File: src/css_regs.vh
// Register map, field layout and timing constants of the charge stage sequencer
`ifndef CSS_REGS_VH
`define CSS_REGS_VH
// Time base
`define CSS_CLK_NS      25
`define CSS_MS_TIME_NS  1000000
`define CSS_MS_CYC      16'h9C40
`define CSS_S_MS        16'h03E8
`define CSS_CODE_MS     16'h0FA0
`define CSS_PULSE_MS    16'h0064
`define CSS_PULSE_S     16'h0003
`define CSS_RESTART_S   16'h003C
`define CSS_STOP_S      16'h0E10
`define CSS_EQ8_S       16'h0E10
`define CSS_EQ_S        16'h3840
`define CSS_HOUR_S      16'h0E10
// PV gating margins in mV
`define CSS_START_MV    17'h0_1388
`define CSS_RUN_MV      17'h0_03E8
// Start-up battery thresholds in mV, 12V basis
`define CSS_VB1_MV      16'h2E7C
`define CSS_VB2_MV      16'h2FA8
`define CSS_VB3_MV      16'h3138
// Absorption multipliers in sixths
`define CSS_MULT_X1     4'h6
`define CSS_MULT_X23    4'h4
`define CSS_MULT_X13    4'h2
`define CSS_MULT_X16    4'h1
// Restart deltas in mV, 12V basis; tail current in mA
`define CSS_LA_DELTA    16'h0190
`define CSS_LFP_DELTA   16'h0064
`define CSS_TAIL_DEF    16'h07D0
// Register byte offsets
`define CSS_ADR_CTRL    8'h00
`define CSS_ADR_ABS     8'h04
`define CSS_ADR_FLOAT   8'h08
`define CSS_ADR_EQ      8'h0C
`define CSS_ADR_MULT    8'h10
`define CSS_ADR_TAIL    8'h14
`define CSS_ADR_STAT    8'h18
`define CSS_ADR_TIMER   8'h1C
// Control fields and reset value
`define CSS_CTRL_EQ     0
`define CSS_CTRL_LFP    1
`define CSS_CTRL_RST    2'h0
// Status fields
`define CSS_ST_STAGE    0
`define CSS_ST_RUN      3
`define CSS_ST_PAUSE    4
`define CSS_ST_REMOTE   5
`define CSS_ST_LED      8
`define CSS_ST_FAULT    12
`endif

File: src/css_charge_stage_sequencer.v
// Charge stage sequencer with LED indication and Wishbone settings port
`timescale 1ns/1ps
`include "css_regs.vh"

module css_charge_stage_sequencer #(
    parameter [15:0] MS_CYCLES = `CSS_MS_CYC,
    parameter [15:0] MS_PER_S  = `CSS_S_MS
)(
    // Clock and reset
    input  wire        clk,
    input  wire        reset,
    // Wishbone slave
    input  wire        wb_cyc_i,
    input  wire        wb_stb_i,
    input  wire        wb_we_i,
    input  wire [7:0]  wb_adr_i,
    input  wire [3:0]  wb_sel_i,
    input  wire [31:0] wb_dat_i,
    output reg  [31:0] wb_dat_o,
    output reg         wb_ack_o,
    // Measurements, mV and mA
    input  wire [15:0] pv_mv,
    input  wire [15:0] bat_mv,
    input  wire [15:0] bat_ma,
    input  wire        sys_24v,
    input  wire [2:0]  rotary_pos,
    // Fault sources
    input  wire        over_temp,
    input  wire        over_current,
    input  wire        over_voltage,
    input  wire        cal_lost,
    input  wire        settings_lost,
    input  wire        current_sensor_fault,
    // External charge control
    input  wire        energy_storage_system_mode,
    input  wire [15:0] ext_curve_mv,
    input  wire        bat_limit_valid,
    input  wire [15:0] battery_charge_voltage_limit,
    // Charger control and LEDs
    output reg         charge_en,
    output reg  [15:0] target_mv,
    output reg  [7:0]  temperature_slope,
    output reg  [2:0]  stage,
    output reg         led_bulk,
    output reg         led_abs,
    output reg         led_float
);

    localparam [2:0] ST_IDLE  = 3'h0;
    localparam [2:0] ST_BULK  = 3'h1;
    localparam [2:0] ST_ABS   = 3'h2;
    localparam [2:0] ST_EQ    = 3'h3;
    localparam [2:0] ST_FLOAT = 3'h4;
    localparam [2:0] ST_EXT   = 3'h5;

    // Profile table on 24V basis: 0 absorption, 1 float, 2 equalize
    function [15:0] prof;
        input [2:0] pos;
        input [1:0] kind;
        begin
            case (kind)
                2'h1: prof = (pos == 3'h7) ? 16'h6978 : 16'h6BD0;
                2'h2:
                    case (pos)
                        3'h0: prof = 16'h7C38;
                        3'h1: prof = 16'h7DC8;
                        3'h2: prof = 16'h7E90;
                        3'h3: prof = 16'h80E8;
                        3'h4: prof = 16'h8278;
                        3'h5: prof = 16'h8408;
                        3'h6: prof = 16'h8598;
                        default: prof = 16'h0000;
                    endcase
                default:
                    case (pos)
                        3'h0: prof = 16'h6E28;
                        3'h1: prof = 16'h6FB8;
                        3'h2: prof = 16'h7080;
                        3'h3: prof = 16'h72D8;
                        3'h4: prof = 16'h7468;
                        3'h5: prof = 16'h75F8;
                        3'h6: prof = 16'h7788;
                        default: prof = 16'h6EF0;
                    endcase
            endcase
        end
    endfunction

    // Scale a 24V basis value to the running system voltage
    function [15:0] sysv;
        input [15:0] v;
        input        is24;
        begin
            sysv = is24 ? v : {1'b0, v[15:1]};
        end
    endfunction

    // Settings and state
    reg  [1:0]  ctrl_reg;
    reg  [15:0] r_abs_reg;
    reg  [15:0] r_float_reg;
    reg  [15:0] r_eq_reg;
    reg  [3:0]  r_mult_reg;
    reg  [15:0] r_tail_reg;
    reg  [4:0]  valid_reg;
    reg  [3:0]  day_mult_reg;
    reg  [2:0]  st_reg;
    reg         run_reg;
    reg  [15:0] tmr_reg;
    reg  [15:0] stop_reg;
    reg  [15:0] low_reg;
    reg  [15:0] ms_cnt_reg;
    reg  [15:0] ms_in_s_reg;
    reg  [15:0] s3_reg;
    reg  [15:0] s_free_reg;
    reg  [7:0]  fast_reg;
    reg  [15:0] code_reg;
    reg  [2:0]  sw_prev_reg;
    reg         init_reg;

    wire ms_tick  = (ms_cnt_reg == MS_CYCLES - 16'h0001);
    wire sec_tick = ms_tick && (ms_in_s_reg == MS_PER_S - 16'h0001);
    wire sw_chg   = init_reg && (rotary_pos != sw_prev_reg);
    wire [16:0] pv17  = {1'b0, pv_mv};
    wire [16:0] bat17 = {1'b0, bat_mv};
    wire pv_present   = pv_mv > bat_mv;

    // Effective settings: remote value wins while its valid bit stands
    wire [15:0] abs_v   = valid_reg[0] ? r_abs_reg : sysv(prof(rotary_pos, 2'h0), sys_24v);
    wire [15:0] float_v = valid_reg[1] ? r_float_reg : sysv(prof(rotary_pos, 2'h1), sys_24v);
    wire [15:0] eq_v    = valid_reg[2] ? r_eq_reg : sysv(prof(rotary_pos, 2'h2), sys_24v);
    wire [3:0]  mult    = valid_reg[3] ? r_mult_reg : day_mult_reg;
    wire [15:0] tail    = valid_reg[4] ? r_tail_reg : `CSS_TAIL_DEF;
    wire [15:0] abs_lim = {12'h000, mult} * `CSS_HOUR_S;
    wire        eq8     = (rotary_pos < 3'h4);
    wire [15:0] bat12   = sys_24v ? {1'b0, bat_mv[15:1]} : bat_mv;
    wire [15:0] delta   = ctrl_reg[`CSS_CTRL_LFP] ? `CSS_LFP_DELTA : `CSS_LA_DELTA;
    wire [15:0] delta_s = sys_24v ? {delta[14:0], 1'b0} : delta;
    wire        paused  = (st_reg == ST_ABS) && (bat_mv < abs_v);
    wire        ext_on  = energy_storage_system_mode || bat_limit_valid;
    wire        eq_has  = ctrl_reg[`CSS_CTRL_EQ] && (eq_v != 16'h0000);

    // Millisecond and second time base, free running
    always @(posedge clk)
    begin
        if (reset)
        begin
            ms_cnt_reg  <= 16'h0000;
            ms_in_s_reg <= 16'h0000;
            s3_reg      <= 16'h0000;
            s_free_reg  <= 16'h0000;
            fast_reg    <= 8'h00;
        end
        else
        begin
            ms_cnt_reg <= ms_tick ? 16'h0000 : ms_cnt_reg + 16'h0001;
            if (ms_tick)
            begin
                fast_reg    <= fast_reg + 8'h01;
                ms_in_s_reg <= sec_tick ? 16'h0000 : ms_in_s_reg + 16'h0001;
            end
            if (sec_tick)
            begin
                s_free_reg <= s_free_reg + 16'h0001;
                s3_reg <= (s3_reg == `CSS_PULSE_S - 16'h0001) ? 16'h0000 : s3_reg + 16'h0001;
            end
        end
    end

    // PV gating with start and hold margins
    always @(posedge clk)
    begin
        if (reset)
            run_reg <= 1'b0;
        else if (!run_reg)
            run_reg <= pv17 > bat17 + `CSS_START_MV;
        else
            run_reg <= pv17 > bat17 + `CSS_RUN_MV;
    end

    // Wishbone slave; one wait state, unmapped reads zero
    // Writes land at the edge the master sees ack, so an aborted cycle stores nothing
    wire wb_hit = wb_cyc_i && wb_stb_i && !wb_ack_o;
    wire wb_wr  = wb_cyc_i && wb_stb_i && wb_we_i && wb_ack_o;
    wire [7:0] wb_a = {wb_adr_i[7:2], 2'b00};

    function [15:0] lanes;
        input [15:0] old;
        input [31:0] d;
        input [3:0]  s;
        begin
            lanes = {s[1] ? d[15:8] : old[15:8], s[0] ? d[7:0] : old[7:0]};
        end
    endfunction

    // Switch tracking and remote settings; switch change clears the remote valid bits, ctrl_reg stays
    always @(posedge clk)
    begin
        if (reset)
        begin
            ctrl_reg    <= `CSS_CTRL_RST;
            r_abs_reg   <= 16'h0000;
            r_float_reg <= 16'h0000;
            r_eq_reg    <= 16'h0000;
            r_mult_reg  <= 4'h0;
            r_tail_reg  <= 16'h0000;
            valid_reg   <= 5'h00;
            sw_prev_reg <= 3'h0;
            init_reg    <= 1'b0;
        end
        else
        begin
            init_reg    <= 1'b1;
            sw_prev_reg <= rotary_pos;
            if (wb_wr && wb_a == `CSS_ADR_CTRL && wb_sel_i[0])
                ctrl_reg <= wb_dat_i[1:0];
            if (sw_chg)
                valid_reg <= 5'h00;
            else if (wb_wr)
            begin
                case (wb_a)
                    `CSS_ADR_ABS:
                    begin
                        r_abs_reg    <= lanes(r_abs_reg, wb_dat_i, wb_sel_i);
                        valid_reg[0] <= 1'b1;
                    end
                    `CSS_ADR_FLOAT:
                    begin
                        r_float_reg  <= lanes(r_float_reg, wb_dat_i, wb_sel_i);
                        valid_reg[1] <= 1'b1;
                    end
                    `CSS_ADR_EQ:
                    begin
                        r_eq_reg     <= lanes(r_eq_reg, wb_dat_i, wb_sel_i);
                        valid_reg[2] <= 1'b1;
                    end
                    `CSS_ADR_MULT:
                        if (wb_sel_i[0])
                        begin
                            r_mult_reg   <= wb_dat_i[3:0];
                            valid_reg[3] <= 1'b1;
                        end
                    `CSS_ADR_TAIL:
                    begin
                        r_tail_reg   <= lanes(r_tail_reg, wb_dat_i, wb_sel_i);
                        valid_reg[4] <= 1'b1;
                    end
                    default: ;
                endcase
            end
        end
    end

    // Stage sequencer
    always @(posedge clk)
    begin
        if (reset)
        begin
            st_reg       <= ST_IDLE;
            tmr_reg      <= 16'h0000;
            stop_reg     <= 16'h0000;
            low_reg      <= 16'h0000;
            day_mult_reg <= `CSS_MULT_X1;
        end
        else if (ext_on)
        begin
            st_reg   <= ST_EXT;
            tmr_reg  <= 16'h0000;
            stop_reg <= 16'h0000;
        end
        else
        begin
            // Too little PV or a held absorption timer counts toward a full reset
            if (sec_tick)
            begin
                if (st_reg != ST_IDLE && (paused || !run_reg))
                    stop_reg <= stop_reg + 16'h0001;
                else
                    stop_reg <= 16'h0000;
            end
            case (st_reg)
                ST_IDLE:
                    if (run_reg)
                    begin
                        st_reg <= ST_BULK;
                        if (bat12 < `CSS_VB1_MV)
                            day_mult_reg <= `CSS_MULT_X1;
                        else if (bat12 < `CSS_VB2_MV)
                            day_mult_reg <= `CSS_MULT_X23;
                        else if (bat12 < `CSS_VB3_MV)
                            day_mult_reg <= `CSS_MULT_X13;
                        else
                            day_mult_reg <= `CSS_MULT_X16;
                    end
                ST_BULK:
                    if (run_reg && bat_mv >= abs_v)
                    begin
                        st_reg  <= ST_ABS;
                        tmr_reg <= 16'h0000;
                    end
                ST_ABS:
                    if (!paused && (tmr_reg >= abs_lim || bat_ma < tail))
                    begin
                        st_reg  <= eq_has ? ST_EQ : ST_FLOAT;
                        tmr_reg <= 16'h0000;
                        low_reg <= 16'h0000;
                    end
                    else if (sec_tick && !paused)
                        tmr_reg <= tmr_reg + 16'h0001;
                ST_EQ:
                    if ((eq8 && bat_mv >= eq_v) ||
                        tmr_reg >= (eq8 ? `CSS_EQ8_S : `CSS_EQ_S))
                    begin
                        st_reg  <= ST_FLOAT;
                        low_reg <= 16'h0000;
                    end
                    else if (sec_tick)
                        tmr_reg <= tmr_reg + 16'h0001;
                ST_FLOAT:
                    if ({1'b0, bat_mv} + {1'b0, delta_s} >= {1'b0, float_v})
                        low_reg <= 16'h0000;
                    else if (low_reg >= `CSS_RESTART_S)
                    begin
                        st_reg  <= ST_BULK;
                        low_reg <= 16'h0000;
                    end
                    else if (sec_tick)
                        low_reg <= low_reg + 16'h0001;
                ST_EXT:
                    st_reg <= ST_IDLE;
                default:
                    st_reg <= ST_IDLE;
            endcase
            if (stop_reg >= `CSS_STOP_S)
            begin
                st_reg   <= ST_IDLE;
                tmr_reg  <= 16'h0000;
                stop_reg <= 16'h0000;
            end
        end
    end

    // Position display window, cancelled when PV goes away
    always @(posedge clk)
    begin
        if (reset)
            code_reg <= 16'h0000;
        else if (!pv_present)
            code_reg <= 16'h0000;
        else if (sw_chg)
            code_reg <= `CSS_CODE_MS;
        else if (ms_tick && code_reg != 16'h0000)
            code_reg <= code_reg - 16'h0001;
    end

    // Fault priority and LED pattern selection
    wire int_err = cal_lost || settings_lost || current_sensor_fault;
    reg  [2:0] fault_code;
    reg  [2:0] leds;
    wire slow  = ms_in_s_reg < {1'b0, MS_PER_S[15:1]};
    wire vslow = s_free_reg[1];
    wire fast  = fast_reg[6];
    always @*
    begin
        fault_code = 3'h0;
        if (over_temp)
            fault_code = 3'h1;
        else if (over_current)
            fault_code = 3'h2;
        else if (over_voltage)
            fault_code = 3'h3;
        else if (int_err)
            fault_code = 3'h4;
        case (fault_code)
            3'h1: leds = 3'b101;
            3'h2: leds = 3'b110;
            3'h3: leds = 3'b011;
            3'h4: leds = {3{fast}};
            default:
                if (code_reg != 16'h0000)
                begin
                    if (sw_prev_reg == 3'h0)
                        leds = {3{fast}};
                    else
                        leds = sw_prev_reg & {3{slow}};
                end
                else if (!run_reg)
                    leds = {s3_reg == 16'h0000 && ms_in_s_reg < `CSS_PULSE_MS, 2'b00};
                else
                    case (st_reg)
                        ST_BULK:  leds = 3'b100;
                        ST_ABS:   leds = {1'b0, paused ? vslow : 1'b1, 1'b0};
                        ST_EQ:    leds = 3'b011;
                        ST_FLOAT: leds = 3'b001;
                        ST_EXT:   leds = 3'b010;
                        default:  leds = 3'b100;
                    endcase
        endcase
    end

    // Charger target; profile slope is zero only for lithium
    always @(posedge clk)
    begin
        if (reset)
        begin
            charge_en         <= 1'b0;
            target_mv         <= 16'h0000;
            temperature_slope <= 8'h00;
            stage             <= ST_IDLE;
            led_bulk          <= 1'b0;
            led_abs           <= 1'b0;
            led_float         <= 1'b0;
        end
        else
        begin
            charge_en         <= run_reg && st_reg != ST_IDLE && fault_code == 3'h0;
            temperature_slope <= (rotary_pos == 3'h7) ? 8'h00 : 8'hE0;
            stage             <= st_reg;
            {led_bulk, led_abs, led_float} <= leds;
            case (st_reg)
                ST_BULK, ST_ABS: target_mv <= abs_v;
                ST_EQ:           target_mv <= eq_v;
                ST_FLOAT:        target_mv <= float_v;
                ST_EXT:          target_mv <= bat_limit_valid ? battery_charge_voltage_limit
                                                              : ext_curve_mv;
                default:         target_mv <= 16'h0000;
            endcase
        end
    end

    // Bus answer and read mux
    always @(posedge clk)
    begin
        if (reset)
        begin
            wb_ack_o <= 1'b0;
            wb_dat_o <= 32'h0000_0000;
        end
        else
        begin
            wb_ack_o <= wb_hit;
            if (wb_hit && !wb_we_i)
                case (wb_a)
                    `CSS_ADR_CTRL:  wb_dat_o <= {30'h0000_0000, ctrl_reg};
                    `CSS_ADR_ABS:   wb_dat_o <= {16'h0000, abs_v};
                    `CSS_ADR_FLOAT: wb_dat_o <= {16'h0000, float_v};
                    `CSS_ADR_EQ:    wb_dat_o <= {16'h0000, eq_v};
                    `CSS_ADR_MULT:  wb_dat_o <= {28'h000_0000, mult};
                    `CSS_ADR_TAIL:  wb_dat_o <= {16'h0000, tail};
                    `CSS_ADR_STAT:
                        wb_dat_o <= ({29'h0000_0000, st_reg} << `CSS_ST_STAGE) |
                                    ({31'h0000_0000, run_reg} << `CSS_ST_RUN) |
                                    ({31'h0000_0000, paused} << `CSS_ST_PAUSE) |
                                    ({31'h0000_0000, |valid_reg} << `CSS_ST_REMOTE) |
                                    ({29'h0000_0000, leds} << `CSS_ST_LED) |
                                    ({29'h0000_0000, fault_code} << `CSS_ST_FAULT);
                    `CSS_ADR_TIMER: wb_dat_o <= {16'h0000, tmr_reg};
                    default:        wb_dat_o <= 32'h0000_0000;
                endcase
            else
                wb_dat_o <= 32'h0000_0000;
        end
    end

endmodule // css_charge_stage_sequencer

File: config.mk
export PLATFORM = sky130hd
export DESIGN_NAME = css_charge_stage_sequencer
export DESIGN_NICKNAME = d
export VERILOG_FILES = /design/src/css_charge_stage_sequencer.v
export VERILOG_INCLUDE_DIRS = /design/src
export SDC_FILE = /design/constraint.sdc
export NUM_CORES = 1
export LEC_CHECK = 0
export BUFFER_PORTS_ARGS = -buffer_cell sky130_fd_sc_hd__buf_2
export CORE_MARGIN = 2
export CORE_UTILIZATION = 60
export CTS_BUF_LIST = sky130_fd_sc_hd__clkbuf_16
export CTS_CLUSTER_DIAMETER = 150
export DETAILED_ROUTE_END_ITERATION = 10
export PLACE_DENSITY = 0.82
export SKIP_LAST_GASP = 1
export SYNTH_ARGS = -nofsm -noshare
export SYNTH_HDL_FRONTEND = slang
export SYNTH_SLANG_ARGS = --single-unit
File: constraint.sdc
create_clock -name clk -period 5.4 [get_ports clk]
set_input_delay 0.27 -clock clk [delete_from_list [all_inputs] [get_ports clk]]
set_output_delay 0.27 -clock clk [all_outputs]
set_load 0.1 [all_outputs]
# == Word level (Yosys, flattened, before mapping) ==
# Index checks and enable logic that the tools add are counted.
# totals
elab_cells,254
output_inout_bits,64
in_bits,141
regBits,287
# classes
n_mul,1
magnitude_cmp,18
addsub,12
mux,61
n_eq_ne,43
reduce_logical,69
n_bitwise,10
# ops
operator,n
two-way mux 16 bit,21
one-hot mux 16 bit (8 select lines),1
adder 16 x 1 -> 16 bit (second input constant),7
one-hot mux 16 bit (7 select lines),1
one-hot mux 16 bit (3 select lines),2
one-hot mux 13 bit (7 select lines),1
one-hot mux 16 bit (4 select lines),1
two-way mux 3 bit,18
greater-or-equal comparator 16 bit,3
< comparator 16 x 14 -> 1 bit (second input constant),3
AND reduction 4 bit,9
greater-than comparator 16 x 17 -> 1 bit,2
< comparator 16 bit,2
nonzero test 16 bit,2
equality test 6 x 3 -> 1 bit (second input constant),4
two-way mux 12 bit,2
!= test 4 bit (second input constant),6
one-hot mux 3 bit (4 select lines),2
equality test 3 bit (second input constant),7
logical AND 1 bit,20
two-way mux 10 bit,2
equality test 3 x 2 -> 1 bit (second input constant),6
adder 16 x 10 -> 17 bit,1
adder 16 x 10 -> 17 bit (second input constant),1
52 further kinds,90

# == Depth between registers and ports, before layout ==
# depth
word_depth,14
mapped_depth,22
mapped_depth_nobuf,20

# == Worst setup path after synthesis ==
# No wires, ideal clock.
# synth_timing
path_type,input to register
startpoint,in sys_24v
endpoint,reg low_reg[14]
required_ns,5.341
slack_ns,0.824
setup_time_ns,0.059
t_arrival_ns,4.517
n_path_buf,2
stages,21
path_cell_list,buf_2 -> inv_1 -> buf_1 -> ha_1 -> ha_1 -> fa_1 -> a211oi_1 -> o21ai_0 -> a21o_1 -> a21oi_1 -> nor2_1 -> xnor2_1 -> ha_1 -> a21oi_1 -> o21ai_0 -> or4_1 -> o21bai_1 -> o2111ai_1 -> nor2_1 -> o31a_1 -> and2_1
# synth_via
elab_chain_len,8
word_cells_on_any_way,22
cone_classes,1 x add/sub; 3 x order compare; 3 x eq/ne; 9 x mux; 6 x reduce/logical
# synth_rtl
item,line,source
"start, declared",css_charge_stage_sequencer.v:25,"input wire sys_24v,"
branches (longest 8 deep; another with adder 16 x 10 -> 17 bit),n/a,
"end signal, assigned",css_charge_stage_sequencer.v:328,low_reg <= low_reg + 16'h0001;
"end, declared",css_charge_stage_sequencer.v:111,reg [15:0] low_reg;
# Several ways; the timed one is not identified.
# A chain may end at the register's enable or synchronous reset.

# == Worst setup path in the final report ==
# layout_timing
startpoint,reg valid_reg[3]
endpoint,reg st_reg[2]
# layout_via
elab_chain_len,7
# layout_rtl
item,line,source
"start, declared",css_charge_stage_sequencer.v:105,reg [4:0] valid_reg;
"start signal, assigned",css_charge_stage_sequencer.v:207,valid_reg <= 5'h00;
"start signal, assigned",css_charge_stage_sequencer.v:218,valid_reg <= 5'h00;
"start signal, assigned",css_charge_stage_sequencer.v:241,valid_reg[3] <= 1'b1;
two-way mux 4 bit,css_charge_stage_sequencer.v:132,wire [3:0] mult = valid_reg[3] ? r_mult_reg : day_mult_reg;
multiplier 4 x 8 -> 12 bit (no source line),n/a,
greater-or-equal comparator 16 bit,css_charge_stage_sequencer.v:302,if (!paused && (tmr_reg >= abs_lim || bat_ma < tail))
logical OR 1 bit,css_charge_stage_sequencer.v:302,
logical AND 1 bit,css_charge_stage_sequencer.v:302,
!= test 4 x 2 -> 1 bit (no source line),n/a,
AND reduction 6 bit (no source line),n/a,
"end signal, assigned",css_charge_stage_sequencer.v:304,st_reg <= eq_has ? ST_EQ : ST_FLOAT;
"end, declared",css_charge_stage_sequencer.v:107,reg [2:0] st_reg;
# Every way passes these cells.

==> flow_summary.toml <==
[sta]
fin_skew_ns = 0.0190
tightest_slew_ns = 1.23
fin_crit_sh = 0.958
maxSlewHeadroom = 0.171
setup_violations = 0
final.setup.tns_ns = 0
drv_slew = 0
fin_crit_ns = 5.17
fmax_mhz = 193
hold_viol = 0
rsz0062_at_grt = "no"

[logic_synthesis]
synth_area_per_cell_um2 = 8.26
synth_cell_types = 91
synth-async-reset-ratio = 0
synth-edff-count = 0
synthCells = 1998
ys_ff_latch = 248
ys.flop_type = "dfxtp_1"
yosys_warnings = 0
seq_area_frac_synth = 0.301
syn_area_um2 = 16500

[floorplanning]
start_util = 0.612
row_count = 60
chipHeight_um = 170
core_um2 = 27000
die_x_um = 170
die_area_um2 = 28900
pin_count = 205

[clock_tree]
clockBufferDepth = 3
post_cts_buffers = 0
clk_pin_slew_ns = 0.06
cts_htree_levels = 1
insertion_delay_ns = 0.56
cts_tree = "yes"
cts.sinks = 248
cts_inserted_buffers = 27
cts_root_buffer = "clkbuf_16"

[job]
max_cap_violations = 0

[global_route]
antenna_found_initial = 0
gr-total-overflow = 0
grt_use_total = 0.361
grt_pass1_wl_mm = 82.0
grt_pass1_vias = 15300
grt_max_degree = 73

[finish]
antenna_cells = 0
syn_to_final_growth_pct = 11.2
nets = 2435
final_cells = 2492
n_fill_cell = 2223
layout-drive-gt1-share = 0.120

[worst_setup_path]
startpoint = "valid_reg[3]"
reg2reg_from = "valid_reg[3]"
crit_arrival_ns = 5.61
crit_fanout = 6
cp.required_ns = 5.84
path_class = "reg2reg"
cp-start-kind = "register"
end_kind = "register"

[hold_path]
holdCritPathClass = "in2reg"
worstHoldStart = "wb_dat_i[15]"

[drt]
vias = 16200
route.detailed.drc = 0
firstDrtPassIters = 6
vias_per_cell = 6.51
initialDrtViolationCount = 1914
avgRoutedWirePerCell_um = 21.3
ant_nets = 0
drt-total-wl_mm = 53.2

[power_and_ir_drop]
powerDensity_nw_per_um2 = 242
ir_drop_mv = 0.213
static-leakage-power_uw = 0.00760

[placed_design]
dp_cells = 2442
place.gp.congestion = 1.04
io_buffer_count = 163
hpwl_mm = 40.4

[status]
status = "complete, no violations"
## cell usage in the layout, fill, tap and decap left out, drive strengths merged, types with 10 or more instances in the layout
cell type	n
o211ai	17
a221oi	16
xnor2	55
clkbuf	27
nand2b	14
o221ai	11
mux2i	102
dfxtp	248
nand2	141
inv	97
o22ai	26
ha	158
o21ai	74
nand3	47
nor2b	31
a21oi	110
a31oi	21
a211oi	21
nand4	54
xor2	54
nor2	272
buf	184
and2	23
or3	12
nor3	40
a22oi	16
conb	25
and3	32
a21o	28
clkinv	15
nor4	22
o31ai	18
or4	10
o21a	13
## layer usage
layer	routed length, um	part of all wire	track usage
met1	21200	0.40	0.462
met2	23200	0.44	0.569
met3	5460	0.10	0.0705
met4	3360	0.063	0.208
met5	0	0	0
## synth_stat cells (5+ instances only)
master     count  area share
dfxtp_1      248        0.30
a311oi_1       5      0.0027
inv_1         90       0.020
ha_1         158        0.12
nand2_1      141       0.032
a211oi_1      20      0.0091
nor2_2         8      0.0030
nor4_1        22      0.0083
and3_1        32       0.012
o221ai_1      10      0.0053
xnor2_1       55       0.029
nand2b_1      14      0.0053
clkbuf_1      61       0.014
nor2_1       264       0.060
a31oi_1       20      0.0076
or3_1         12      0.0045
nand3b_1       5      0.0023
a21oi_1      109       0.033
mux2i_1      102       0.062
nor2b_1       30       0.011
and2_1        22      0.0083
buf_4         24       0.011
nand4_1       53       0.020
o31ai_1       17      0.0077
o21ai_0       70       0.021
a22oi_1       16      0.0073
o2111ai_1      8      0.0042
o211ai_1      17      0.0077
and4_1         9      0.0048
o21a_1        13      0.0059
nor3_1        38       0.012
a32o_1         9      0.0055
a21o_1        28       0.013
nor3b_1        8      0.0036
or4_1          8      0.0036
a221oi_1      16      0.0085
buf_2         12      0.0036
nand3_1       47       0.014
xor2_1        54       0.029
buf_1          6      0.0014
o22ai_1       26      0.0099
a211o_1        6      0.0032
## area by class of cell
| type | instances | area (um^2) | share of cell area |
|---|---|---|---|
| Timing Repair Buffer | 186 | 996 | 0.0543 |
| Clock inverter | 21 | 161 | 0.00879 |
| Multi-Input combinational cell | 1575 | 10800 | 0.587 |
| Clock buffer | 27 | 676 | 0.0368 |
| Sequential cell | 248 | 4960 | 0.270 |
| Tap cell | 341 | 427 | 0.0232 |
| Inverter | 94 | 353 | 0.0192 |
## path summary, 6_finish.rpt
path                          to  slack (ns)  cells past startpoint
hold / removal    r_tail_reg[15]       0.009                      3
hold reg to reg      low_reg[15]        0.45                      1
setup / recovery       st_reg[2]        0.23                     15
setup reg to reg       st_reg[2]        0.23                     15
## kinds of logic after synthesis
family,after synthesis,synth area share
xor+xnor,109,0.0578
flops,248,0.301
simple gates,733,0.218
fa+ha+maj,162,0.125
mux,105,0.0639
buf+inv,199,0.0525
compound gates,441,0.182
other cells,1,0.000227
## metrics by stage
step	hold slack, ns	cell area [um^2]	setup WS, ns	power [uW]	utilization
floorplan	0.391	16600	0.824	2450	-
global placement	0.435	17500	0.577	2660	0.649
detailed placement	0.441	17500	0.341	2680	0.649
CTS	0.00133	18300	0.293	4440	0.681
global route	0.0202	18400	0.00808	4600	0.681
finish	0.00881	18400	0.229	4450	0.681
## what timing repair did
item,in CTS,in global routing
setup endpoints to repair,0,6
resized for setup,0,2
endpoints found under the hold margin,1,0
hold buffers,2,0
## where the power goes
part	total (uW)	switching [uW]	internal, uW
Combinational	800	550	250
Clock	1780	774	1000
Sequential	1870	20.7	1850
Total	4450	1340	3100
## critical path, stage by stage (launching register included)
cell and delay, ns:
dfxtp_1 0.46, mux2i_1 0.49, inv_1 0.22, fa_1 0.52
ha_1 0.33, ha_1 0.29, a21o_1 0.18, a21oi_1 0.18
xor2_1 0.19, ha_1 0.27, a21o_1 0.18, a211o_1 0.29
nor3_1 0.61, a211oi_1 0.14, a31oi_1 0.33, mux2_2 0.37
Power figures use the tool's default switching activity.
